File: src/rtl/bsq_pkg.sv
package bsq_pkg;

   // command codes seen as the third byte of an exchange, and the erase key that follows the erase command
   localparam logic [7:0] CMD_RAM_XFER = 8'h10;
   localparam logic [7:0] CMD_SUM = 8'h20;
   localparam logic [7:0] CMD_INFO = 8'h30;
   localparam logic [7:0] CMD_ERASE = 8'h40;
   localparam logic [7:0] CMD_PROG = 8'h50;
   localparam logic [7:0] ERASE_KEY = 8'h54;

   // low nibbles of the error acknowledges and the reset value of their upper nibble
   localparam logic [3:0] ACK_COMM_ERR = 4'h8;
   localparam logic [3:0] ACK_CMD_ERR = 4'h1;
   localparam logic [3:0] PREV_HI_RST = 4'h0;

   // erase result codes
   localparam logic [7:0] ERASE_END_OK = 8'h4f;
   localparam logic [7:0] ERASE_ACK_OK = 8'h5d;
   localparam logic [7:0] ERASE_END_BAD = 8'h4c;
   localparam logic [7:0] ERASE_ACK_BAD = 8'h60;

   // byte positions inside the product information reply
   localparam logic [6:0] POS_SOFT_ID = 7'h05;
   localparam logic [6:0] POS_NAME = 7'h09;
   localparam logic [6:0] POS_NAME_END = 7'h14;
   localparam logic [6:0] POS_PWD_ADDR = 7'h15;
   localparam logic [6:0] POS_RAM_START = 7'h19;
   localparam logic [6:0] POS_RAM_USR_END = 7'h1d;
   localparam logic [6:0] POS_RAM_END = 7'h21;
   localparam logic [6:0] POS_FILLER = 7'h25;
   localparam logic [6:0] POS_STATUS = 7'h2d;
   localparam logic [6:0] POS_FL_START = 7'h2f;
   localparam logic [6:0] POS_FL_END = 7'h33;
   localparam logic [6:0] POS_SECT_CNT = 7'h37;
   localparam logic [6:0] POS_SECT_ADDR = 7'h39;
   localparam logic [6:0] POS_SECT_SIZE = 7'h3d;
   localparam logic [6:0] POS_SECT_RUN = 7'h41;
   localparam logic [6:0] POS_INFO_LAST = 7'h41;

   // fixed values carried in the product information reply
   localparam logic [31:0] PWD_CMP_ADDR = 32'h0004fef4;
   localparam logic [31:0] RAM_START_ADDR = 32'h00001000;
   localparam logic [31:0] RAM_USR_END_ADDR = 32'h00004dff;
   localparam logic [31:0] RAM_END_ADDR = 32'h00004fff;
   localparam logic [31:0] FL_START_ADDR = 32'h00010000;
   localparam logic [31:0] FL_END_ADDR = 32'h0004ffff;
   localparam logic [15:0] SECT_COUNT = 16'h0040;
   localparam logic [31:0] SECT_WORDS = 32'h00000800;
   localparam logic [7:0] SECT_RUN = 8'h40;
   localparam logic [7:0] FILLER_BYTE = 8'h00;

   // status word bit positions
   localparam int ST_RD_BIT = 0;
   localparam int ST_WR_BIT = 1;
   localparam int ST_DIV_BIT = 2;

   // byte k of a word, least significant first
   function automatic logic [7:0] byte_of(input logic [31:0] w, input logic [1:0] k);
      byte_of = w[{k, 3'b000} +: 8];
   endfunction

   function automatic logic [7:0] cks_add(input logic [7:0] acc, input logic [7:0] b);
      cks_add = acc + b;
   endfunction

   function automatic logic [7:0] cks_final(input logic [7:0] acc);
      cks_final = (~acc) + 8'h01;
   endfunction

endpackage

File: src/rtl/bsq_info_if.sv
`timescale 1ns/1ps
`default_nettype none

interface bsq_info_if;
   logic [6:0] pos;
   logic [7:0] data;

   modport fsm (output pos, input data);
   modport rom (input pos, output data);
endinterface

`default_nettype wire

File: src/rtl/bsq_boot_cmd.sv
`timescale 1ns/1ps
`default_nettype none

module bsq_boot_cmd #(
   parameter logic [95:0] NAME_STR = 96'h5445_5354_4445_5630_3120_2020 // arbitrary
) (
   // clock and reset
   input wire logic core_clk,
   input wire logic rstn,
   // link setup
   input wire logic setup_done,
   // received bytes
   input wire logic rx_valid,
   input wire logic [7:0] rx_byte,
   input wire logic rx_fault,
   // bytes to send
   output logic tx_valid,
   output logic [7:0] tx_byte,
   input wire logic tx_ready,
   // flash facts
   input wire logic [15:0] sum_value,
   input wire logic [31:0] soft_id,
   input wire logic rd_prot,
   input wire logic wr_prot,
   input wire logic sector_div,
   // erase engine
   output logic erase_start,
   input wire logic erase_done,
   input wire logic erase_ok,
   // commands served elsewhere
   output logic hand_valid,
   output logic [7:0] hand_cmd
);

   typedef enum logic [3:0] {
      ST_SETUP,
      ST_CMD,
      ST_SEND,
      ST_SUM_HI,
      ST_SUM_LO,
      ST_SUM_CK,
      ST_INFO,
      ST_INFO_CK,
      ST_ERA_KEY,
      ST_ERA_GO,
      ST_ERASE,
      ST_ERA_ACK
   } bsq_state_t;

   bsq_state_t st_ff;
   bsq_state_t ret_ff;
   logic tx_valid_ff;
   logic [7:0] tx_byte_ff;
   logic [7:0] csum_ff;
   logic [15:0] sum_hold_ff;
   logic [6:0] pos_ff;
   logic [3:0] prev_hi_ff;
   logic erase_start_ff;
   logic erase_ok_ff;
   logic hand_valid_ff;
   logic [7:0] hand_cmd_ff;

   logic cmd_take;
   logic cmd_known;
   logic key_take;

   bsq_info_if info ();

   bsq_info_rom #(
      .NAME_STR(NAME_STR)
   ) u_rom (
      .info(info.rom),
      .soft_id(soft_id),
      .rd_prot(rd_prot),
      .wr_prot(wr_prot),
      .sector_div(sector_div)
   );

   assign info.pos = pos_ff;

   // a byte is taken only while a command or the erase key is awaited
   assign cmd_take = (st_ff == ST_CMD) && rx_valid;
   assign key_take = (st_ff == ST_ERA_KEY) && rx_valid;

   always_comb begin
      unique case (rx_byte)
         bsq_pkg::CMD_RAM_XFER,
         bsq_pkg::CMD_SUM,
         bsq_pkg::CMD_INFO,
         bsq_pkg::CMD_ERASE,
         bsq_pkg::CMD_PROG: cmd_known = 1'b1;
         default: cmd_known = 1'b0;
      endcase
   end

   // upper nibble of the last cleanly taken defined command
   always_ff @(posedge core_clk or negedge rstn) begin
      if (!rstn) begin
         prev_hi_ff <= bsq_pkg::PREV_HI_RST;
      end else if (cmd_take && !rx_fault && cmd_known) begin
         prev_hi_ff <= rx_byte[7:4];
      end
   end

   // handoff of commands that other logic serves
   always_ff @(posedge core_clk or negedge rstn) begin
      if (!rstn) begin
         hand_valid_ff <= 1'b0;
         hand_cmd_ff <= 8'h00;
      end else begin
         hand_valid_ff <= cmd_take && !rx_fault &&
                          (rx_byte == bsq_pkg::CMD_RAM_XFER || rx_byte == bsq_pkg::CMD_PROG);
         if (cmd_take && !rx_fault) begin
            hand_cmd_ff <= rx_byte;
         end
      end
   end

   // erase request pulse and captured result
   always_ff @(posedge core_clk or negedge rstn) begin
      if (!rstn) begin
         erase_start_ff <= 1'b0;
         erase_ok_ff <= 1'b0;
      end else begin
         erase_start_ff <= (st_ff == ST_ERA_GO);
         if (st_ff == ST_ERASE && erase_done) begin
            erase_ok_ff <= erase_ok;
         end
      end
   end

   // reply checksum: running sum over the data bytes of a reply
   always_ff @(posedge core_clk or negedge rstn) begin
      if (!rstn) begin
         csum_ff <= 8'h00;
      end else begin
         unique case (st_ff)
            ST_SUM_HI: csum_ff <= sum_value[15:8];
            ST_SUM_LO: csum_ff <= bsq_pkg::cks_add(csum_ff, sum_hold_ff[7:0]);
            ST_INFO: csum_ff <= bsq_pkg::cks_add(csum_ff, info.data);
            ST_CMD: csum_ff <= 8'h00;
            default: csum_ff <= csum_ff;
         endcase
      end
   end

   // sum value is held so both halves come from one sample
   always_ff @(posedge core_clk or negedge rstn) begin
      if (!rstn) begin
         sum_hold_ff <= 16'h0000;
      end else if (st_ff == ST_SUM_HI) begin
         sum_hold_ff <= sum_value;
      end
   end

   // reply byte position
   always_ff @(posedge core_clk or negedge rstn) begin
      if (!rstn) begin
         pos_ff <= bsq_pkg::POS_SOFT_ID;
      end else if (st_ff == ST_CMD) begin
         pos_ff <= bsq_pkg::POS_SOFT_ID;
      end else if (st_ff == ST_INFO) begin
         pos_ff <= pos_ff + 7'h01;
      end
   end

   // sequencer and transmit holding register
   always_ff @(posedge core_clk or negedge rstn) begin
      if (!rstn) begin
         st_ff <= ST_SETUP;
         ret_ff <= ST_CMD;
         tx_valid_ff <= 1'b0;
         tx_byte_ff <= 8'h00;
      end else begin
         unique case (st_ff)
            ST_SETUP: begin
               if (setup_done) begin
                  st_ff <= ST_CMD;
               end
            end
            ST_CMD: begin
               if (rx_valid) begin
                  st_ff <= ST_SEND;
                  tx_valid_ff <= 1'b1;
                  ret_ff <= ST_CMD;
                  if (rx_fault) begin
                     tx_byte_ff <= {prev_hi_ff, bsq_pkg::ACK_COMM_ERR};
                  end else if (rx_byte == bsq_pkg::CMD_SUM) begin
                     tx_byte_ff <= rx_byte;
                     ret_ff <= ST_SUM_HI;
                  end else if (rx_byte == bsq_pkg::CMD_INFO) begin
                     tx_byte_ff <= rx_byte;
                     ret_ff <= ST_INFO;
                  end else if (rx_byte == bsq_pkg::CMD_ERASE) begin
                     tx_byte_ff <= rx_byte;
                     ret_ff <= ST_ERA_KEY;
                  end else if (cmd_known) begin
                     st_ff <= ST_CMD;
                     tx_valid_ff <= 1'b0;
                  end else begin
                     tx_byte_ff <= {prev_hi_ff, bsq_pkg::ACK_CMD_ERR};
                  end
               end
            end
            ST_SEND: begin
               if (tx_ready) begin
                  tx_valid_ff <= 1'b0;
                  st_ff <= ret_ff;
               end
            end
            ST_SUM_HI: begin
               tx_byte_ff <= sum_value[15:8];
               tx_valid_ff <= 1'b1;
               ret_ff <= ST_SUM_LO;
               st_ff <= ST_SEND;
            end
            ST_SUM_LO: begin
               tx_byte_ff <= sum_hold_ff[7:0];
               tx_valid_ff <= 1'b1;
               ret_ff <= ST_SUM_CK;
               st_ff <= ST_SEND;
            end
            ST_SUM_CK: begin
               tx_byte_ff <= bsq_pkg::cks_final(csum_ff);
               tx_valid_ff <= 1'b1;
               ret_ff <= ST_CMD;
               st_ff <= ST_SEND;
            end
            ST_INFO: begin
               tx_byte_ff <= info.data;
               tx_valid_ff <= 1'b1;
               ret_ff <= (pos_ff == bsq_pkg::POS_INFO_LAST) ? ST_INFO_CK : ST_INFO;
               st_ff <= ST_SEND;
            end
            ST_INFO_CK: begin
               tx_byte_ff <= bsq_pkg::cks_final(csum_ff);
               tx_valid_ff <= 1'b1;
               ret_ff <= ST_CMD;
               st_ff <= ST_SEND;
            end
            ST_ERA_KEY: begin
               if (key_take) begin
                  st_ff <= ST_SEND;
                  tx_valid_ff <= 1'b1;
                  ret_ff <= ST_CMD;
                  if (rx_fault) begin
                     tx_byte_ff <= {prev_hi_ff, bsq_pkg::ACK_COMM_ERR};
                  end else if (rx_byte == bsq_pkg::ERASE_KEY) begin
                     tx_byte_ff <= rx_byte;
                     ret_ff <= ST_ERA_GO;
                  end else begin
                     tx_byte_ff <= {prev_hi_ff, bsq_pkg::ACK_CMD_ERR};
                  end
               end
            end
            ST_ERA_GO: begin
               st_ff <= ST_ERASE;
            end
            ST_ERASE: begin
               if (erase_done) begin
                  tx_byte_ff <= erase_ok ? bsq_pkg::ERASE_END_OK : bsq_pkg::ERASE_END_BAD;
                  tx_valid_ff <= 1'b1;
                  ret_ff <= ST_ERA_ACK;
                  st_ff <= ST_SEND;
               end
            end
            ST_ERA_ACK: begin
               tx_byte_ff <= erase_ok_ff ? bsq_pkg::ERASE_ACK_OK : bsq_pkg::ERASE_ACK_BAD;
               tx_valid_ff <= 1'b1;
               ret_ff <= ST_CMD;
               st_ff <= ST_SEND;
            end
         endcase
      end
   end

   assign tx_valid = tx_valid_ff;
   assign tx_byte = tx_byte_ff;
   assign erase_start = erase_start_ff;
   assign hand_valid = hand_valid_ff;
   assign hand_cmd = hand_cmd_ff;

endmodule

`default_nettype wire

File: src/rtl/bsq_info_rom.sv
`timescale 1ns/1ps
`default_nettype none

// product information reply bytes, addressed by byte number
module bsq_info_rom #(
   parameter logic [95:0] NAME_STR = 96'h5445_5354_4445_5630_3120_2020
) (
   bsq_info_if.rom info,
   // flash contents and state
   input wire logic [31:0] soft_id,
   input wire logic rd_prot,
   input wire logic wr_prot,
   input wire logic sector_div
);

   logic [6:0] rel;
   logic [15:0] status;

   always_comb begin
      status = 16'h0000;
      status[bsq_pkg::ST_RD_BIT] = ~rd_prot;
      status[bsq_pkg::ST_WR_BIT] = ~wr_prot;
      status[bsq_pkg::ST_DIV_BIT] = ~sector_div;
   end

   always_comb begin
      rel = 7'h00;
      info.data = bsq_pkg::FILLER_BYTE;
      if (info.pos < bsq_pkg::POS_NAME) begin
         rel = info.pos - bsq_pkg::POS_SOFT_ID;
         info.data = bsq_pkg::byte_of(soft_id, rel[1:0]);
      end else if (info.pos <= bsq_pkg::POS_NAME_END) begin
         rel = bsq_pkg::POS_NAME_END - info.pos;
         info.data = NAME_STR[{rel[3:0], 3'b000} +: 8];
      end else if (info.pos < bsq_pkg::POS_RAM_START) begin
         rel = info.pos - bsq_pkg::POS_PWD_ADDR;
         info.data = bsq_pkg::byte_of(bsq_pkg::PWD_CMP_ADDR, rel[1:0]);
      end else if (info.pos < bsq_pkg::POS_RAM_USR_END) begin
         rel = info.pos - bsq_pkg::POS_RAM_START;
         info.data = bsq_pkg::byte_of(bsq_pkg::RAM_START_ADDR, rel[1:0]);
      end else if (info.pos < bsq_pkg::POS_RAM_END) begin
         rel = info.pos - bsq_pkg::POS_RAM_USR_END;
         info.data = bsq_pkg::byte_of(bsq_pkg::RAM_USR_END_ADDR, rel[1:0]);
      end else if (info.pos < bsq_pkg::POS_FILLER) begin
         rel = info.pos - bsq_pkg::POS_RAM_END;
         info.data = bsq_pkg::byte_of(bsq_pkg::RAM_END_ADDR, rel[1:0]);
      end else if (info.pos < bsq_pkg::POS_STATUS) begin
         info.data = bsq_pkg::FILLER_BYTE;
      end else if (info.pos < bsq_pkg::POS_FL_START) begin
         rel = info.pos - bsq_pkg::POS_STATUS;
         info.data = rel[0] ? status[15:8] : status[7:0];
      end else if (info.pos < bsq_pkg::POS_FL_END) begin
         rel = info.pos - bsq_pkg::POS_FL_START;
         info.data = bsq_pkg::byte_of(bsq_pkg::FL_START_ADDR, rel[1:0]);
      end else if (info.pos < bsq_pkg::POS_SECT_CNT) begin
         rel = info.pos - bsq_pkg::POS_FL_END;
         info.data = bsq_pkg::byte_of(bsq_pkg::FL_END_ADDR, rel[1:0]);
      end else if (info.pos < bsq_pkg::POS_SECT_ADDR) begin
         rel = info.pos - bsq_pkg::POS_SECT_CNT;
         info.data = rel[0] ? bsq_pkg::SECT_COUNT[15:8] : bsq_pkg::SECT_COUNT[7:0];
      end else if (info.pos < bsq_pkg::POS_SECT_SIZE) begin
         rel = info.pos - bsq_pkg::POS_SECT_ADDR;
         info.data = bsq_pkg::byte_of(bsq_pkg::FL_START_ADDR, rel[1:0]);
      end else if (info.pos < bsq_pkg::POS_SECT_RUN) begin
         rel = info.pos - bsq_pkg::POS_SECT_SIZE;
         info.data = bsq_pkg::byte_of(bsq_pkg::SECT_WORDS, rel[1:0]);
      end else if (info.pos == bsq_pkg::POS_SECT_RUN) begin
         info.data = bsq_pkg::SECT_RUN;
      end
   end

endmodule

`default_nettype wire

File: config.mk
export PLATFORM = sky130hd
export DESIGN_NAME = bsq_boot_cmd
export DESIGN_NICKNAME = d
export VERILOG_FILES = /design/src/rtl/bsq_pkg.sv /design/src/rtl/bsq_info_if.sv /design/src/rtl/bsq_boot_cmd.sv /design/src/rtl/bsq_info_rom.sv
export SDC_FILE = /design/constraint.sdc
export NUM_CORES = 1
export LEC_CHECK = 0
export BUFFER_PORTS_ARGS = -buffer_cell sky130_fd_sc_hd__buf_2
export CAP_MARGIN = 0
export CORE_UTILIZATION = 57
export DETAILED_ROUTE_END_ITERATION = 12
export PLACE_DENSITY = 0.81
export SETUP_SLACK_MARGIN = 0.3
export SYNTH_ARGS = -nofsm -noshare
export SYNTH_HDL_FRONTEND = slang
export SYNTH_HIERARCHICAL = 1
export SYNTH_SLANG_ARGS = --single-unit
File: constraint.sdc
create_clock -name core_clk -period 5.1 [get_ports core_clk]
set_input_delay 0.51 -clock core_clk [delete_from_list [all_inputs] [get_ports core_clk]]
set_output_delay 0.51 -clock core_clk [all_outputs]
set_load 0.1 [all_outputs]
==> results.json <==
{
  "outcome": "completed",
  "start_util": 0.5910,
  "cts.sinks": 55,
  "grtUsageMet2": 0.4934,
  "antenna_cells": 0,
  "critical_path_required_ns": 5.27,
  "fin_crit_ns": 4.217,
  "drtPass1Iterations": 5,
  "r2r_end": "csum_ff[7]",
  "ys_async_sr_fraction": 1.000,
  "leakagePower_nw": 2.362,
  "cts_tree": "built",
  "synth_cell_type_count": 82,
  "drtIter0Drc": 458,
  "post_cts_resize_count": 0,
  "area_growth_pct": 10.98,
  "synth-edff-count": 0,
  "vias": 4725,
  "die_h_um": 94.30,
  "cts_buffers": 5,
  "ir_drop_uv": 411.7,
  "io_buffers": 85,
  "hold_viol_final": 0,
  "yosysTopAreaCell": "dfrtp_1",
  "maxSlewViolCount": 0,
  "synth_area_leaders": "dfrtp_1 27%, mux2_2 7.4%, ha_1 4.4%, mux4_2 3.7%, nand2_1 3.6%",
  "grt_pass1_wl_um": 22260,
  "maxCapViolations": 0,
  "rsz0062_at_grt": "no",
  "crit_type": "flop to flop",
  "hpwl_um": 10330,
  "slowest_stage": "ha_1",
  "place_congestion": 0.9750,
  "drive_gt1_frac": 0.2724,
  "syn-cell-area_mm2": 0.004856,
  "clkTransAtPathRegs_ns": 0.10,
  "crit_path_end_kind": "flop",
  "synth_top_area_frac": 0.2680,
  "rows": 33,
  "max_slew_margin": 0.4194,
  "slowest_delay_ns": 0.75,
  "fin_nets": 697,
  "fin_crit_sh": 0.8268,
  "start_kind": "flop",
  "clock_latency_ns": 0.31,
  "globalRoute.totalOverflow": 0,
  "crit_buf_inv": 1,
  "use_met1": 0.4630,
  "grt_usage": 0.3201,
  "grt-busiest-layer": "met2",
  "wirelength_um": 13740,
  "clock-skew-final_ns": 0.006623,
  "htreeDepth": 2,
  "seq_area_frac_synth": 0.2842,
  "die-area_mm2": 0.008892,
  "drcViolationCount": 0,
  "powerDensity_mw_per_mm2": 541.6,
  "io_pins": 86,
  "cts_setup_buffers": 0,
  "reg2reg_slack_ns": 0.88,
  "use_met3": 0.04207,
  "wl_per_cell_um": 19.14,
  "tightestPinTransition_ns": 0.8709,
  "routed_via_density": 6.581,
  "path_max_fanout": 17,
  "synthCells": 545,
  "grt_max_degree": 56,
  "cp_cell_sequence": "inv_1 -> ha_1 -> nand2b_1 -> and3b_1 -> nor3_1 -> o31a_1 -> a221oi_2 -> nand2_1 -> o21ai_0 -> ha_1 -> a211oi_1 -> o21ai_0 -> o31ai_1 -> xnor2_1 -> o221ai_1",
  "place_area_mm2": 0.005304,
  "antenna_found_initial": 0,
  "cts_hold_buf": 0,
  "synthesis.nets": 630,
  "r2r_cells": 15,
  "worstReg2RegStart": "info.pos[0]",
  "core_area_mm2": 0.008217,
  "final_area_mm2": 0.005389,
  "first_global_vias": 4449,
  "fmax_mhz": 237.2,
  "fin_setup_tns_ns": 0,
  "cts_root_buffer": "clkbuf_8",
  "syn_avg_cell_area_um2": 8.910,
  "ant_nets": 0,
  "fill_cells": 687,
  "ys_warn_count": 6,
  "ys_ff_latch": 55,
  "path_delay_family": "compound AO/OA/AOI/OAI gates",
  "synth_top_flop_cell": "dfrtp_1",
  "clk_path_buf_depth": 2,
  "critical_path_arrival_ns": 4.38,
  "hp-class": "input pin to asynchronous set/reset pin",
  "setup_violations": 0,
  "die_w_um": 94.30
}
[cell type report]
cell class / count / area (um^2) / area share
clock buffers: 6 / 72.57 / 0.01347
clock inverters: 2 / 12.51 / 0.002322
inverters: 20 / 75.07 / 0.01393
multi-input cells: 438 / 3239 / 0.6011
flip-flops and latches: 55 / 1380 / 0.2561
well taps: 105 / 131.4 / 0.02438
repair buffers: 92 / 478.0 / 0.08869
[per-layer routing]
layer,routed length (um),up-vias,share of wire
li1,-,2182,-
met1,6006,2233,0.44
met2,6276,277,0.46
met3,1182,33,0.086
met4,276,0,0.020
met5,0,-,0
[cell usage after synthesis (3+ instances only)]
cell type  count
o21ai_0       34
a22o_1         4
dfrtp_1       52
dfstp_2        3
mux2_2        32
nand2_1       46
ha_1          17
xor2_1         6
nor3b_1        4
o21a_1         6
and2_1         5
or3_1          3
a21oi_1       30
mux2_4         6
xnor2_1        8
or2_1          3
buf_2         21
nand3_1       13
a21o_1         3
inv_1         20
nand2b_1      10
clkbuf_1       6
nor3_2         3
nor2b_1       14
o22ai_1        6
o221ai_1       3
mux2i_1       11
o211ai_1      11
a31oi_1       11
mux4_2         8
nor2_1        38
a211oi_1      10
nand4_1        7
a22oi_1        7
o31ai_1        6
nor3_1        10
and3_1         4
nor4_1         8
[cell usage in the layout (no fill, tap or decap), types with 13 or more instances in the layout]
master | synthesis | final
buf_2 | 21 | 85
dfrtp_1 | 52 | 52
nand2_1 | 46 | 46
nor2_1 | 38 | 38
o21ai_0 | 34 | 34
mux2_2 | 32 | 32
a21oi_1 | 30 | 30
inv_1 | 20 | 20
ha_1 | 17 | 17
nor2b_1 | 14 | 14
nand3_1 | 13 | 13
[flip-flops by register name, summed over array words and instances, names as in the netlist]
signal,cells
ret_ff,4
hand_valid,1
erase_start,1
st_ff,4
info.pos,7
sum_hold_ff,8
erase_ok_ff,1
tx_byte,8
prev_hi_ff,4
hand_cmd,8
tx_valid,1
csum_ff,8
[through the flow]
stage	util	hold slack (ns)	total power [mW]	setup WS, ns	cells
global placement	0.6455	0.4717	2.603	1.119	710
floorplan	-	0.2144	2.258	1.030	545
detailed placement	0.6455	0.4800	2.655	0.9929	710
global route	0.6559	0.3866	3.112	0.6874	718
finish	0.6559	0.3094	2.919	0.8835	718
CTS	0.6559	0.3574	2.900	0.9690	718
[how the worst max path moves through the flow]
stage	slack, ns	to	depth (start not counted)	start
after global routing	0.69	csum_ff[7]	15	info.pos[0]
after floorplan	1.03	csum_ff[6]	18	info.pos[0]
after detailed placement	0.99	csum_ff[7]	15	info.pos[0]
after CTS	0.97	csum_ff[7]	15	info.pos[0]
final	0.88	csum_ff[7]	15	info.pos[0]
after global placement	1.12	csum_ff[7]	15	info.pos[0]
[kinds of logic after synthesis]
group | count (synthesis) | share of synthesized area
simple gates | 186 | 0.2079
compound gates | 162 | 0.2301
mux | 57 | 0.1525
flops | 55 | 0.2842
buf+inv | 52 | 0.04870
fa+ha+maj | 18 | 0.04793
xor+xnor | 15 | 0.02860
[power breakdown]
| part | internal, mW | switching [mW] |
|---|---|---|
| registers | 0.587 | 0.155 |
| clock network | 0.0965 | 0.143 |
| logic | 0.685 | 1.25 |
| total | 1.37 | 1.55 |
Note: power is estimated with default switching activity, not from simulation.
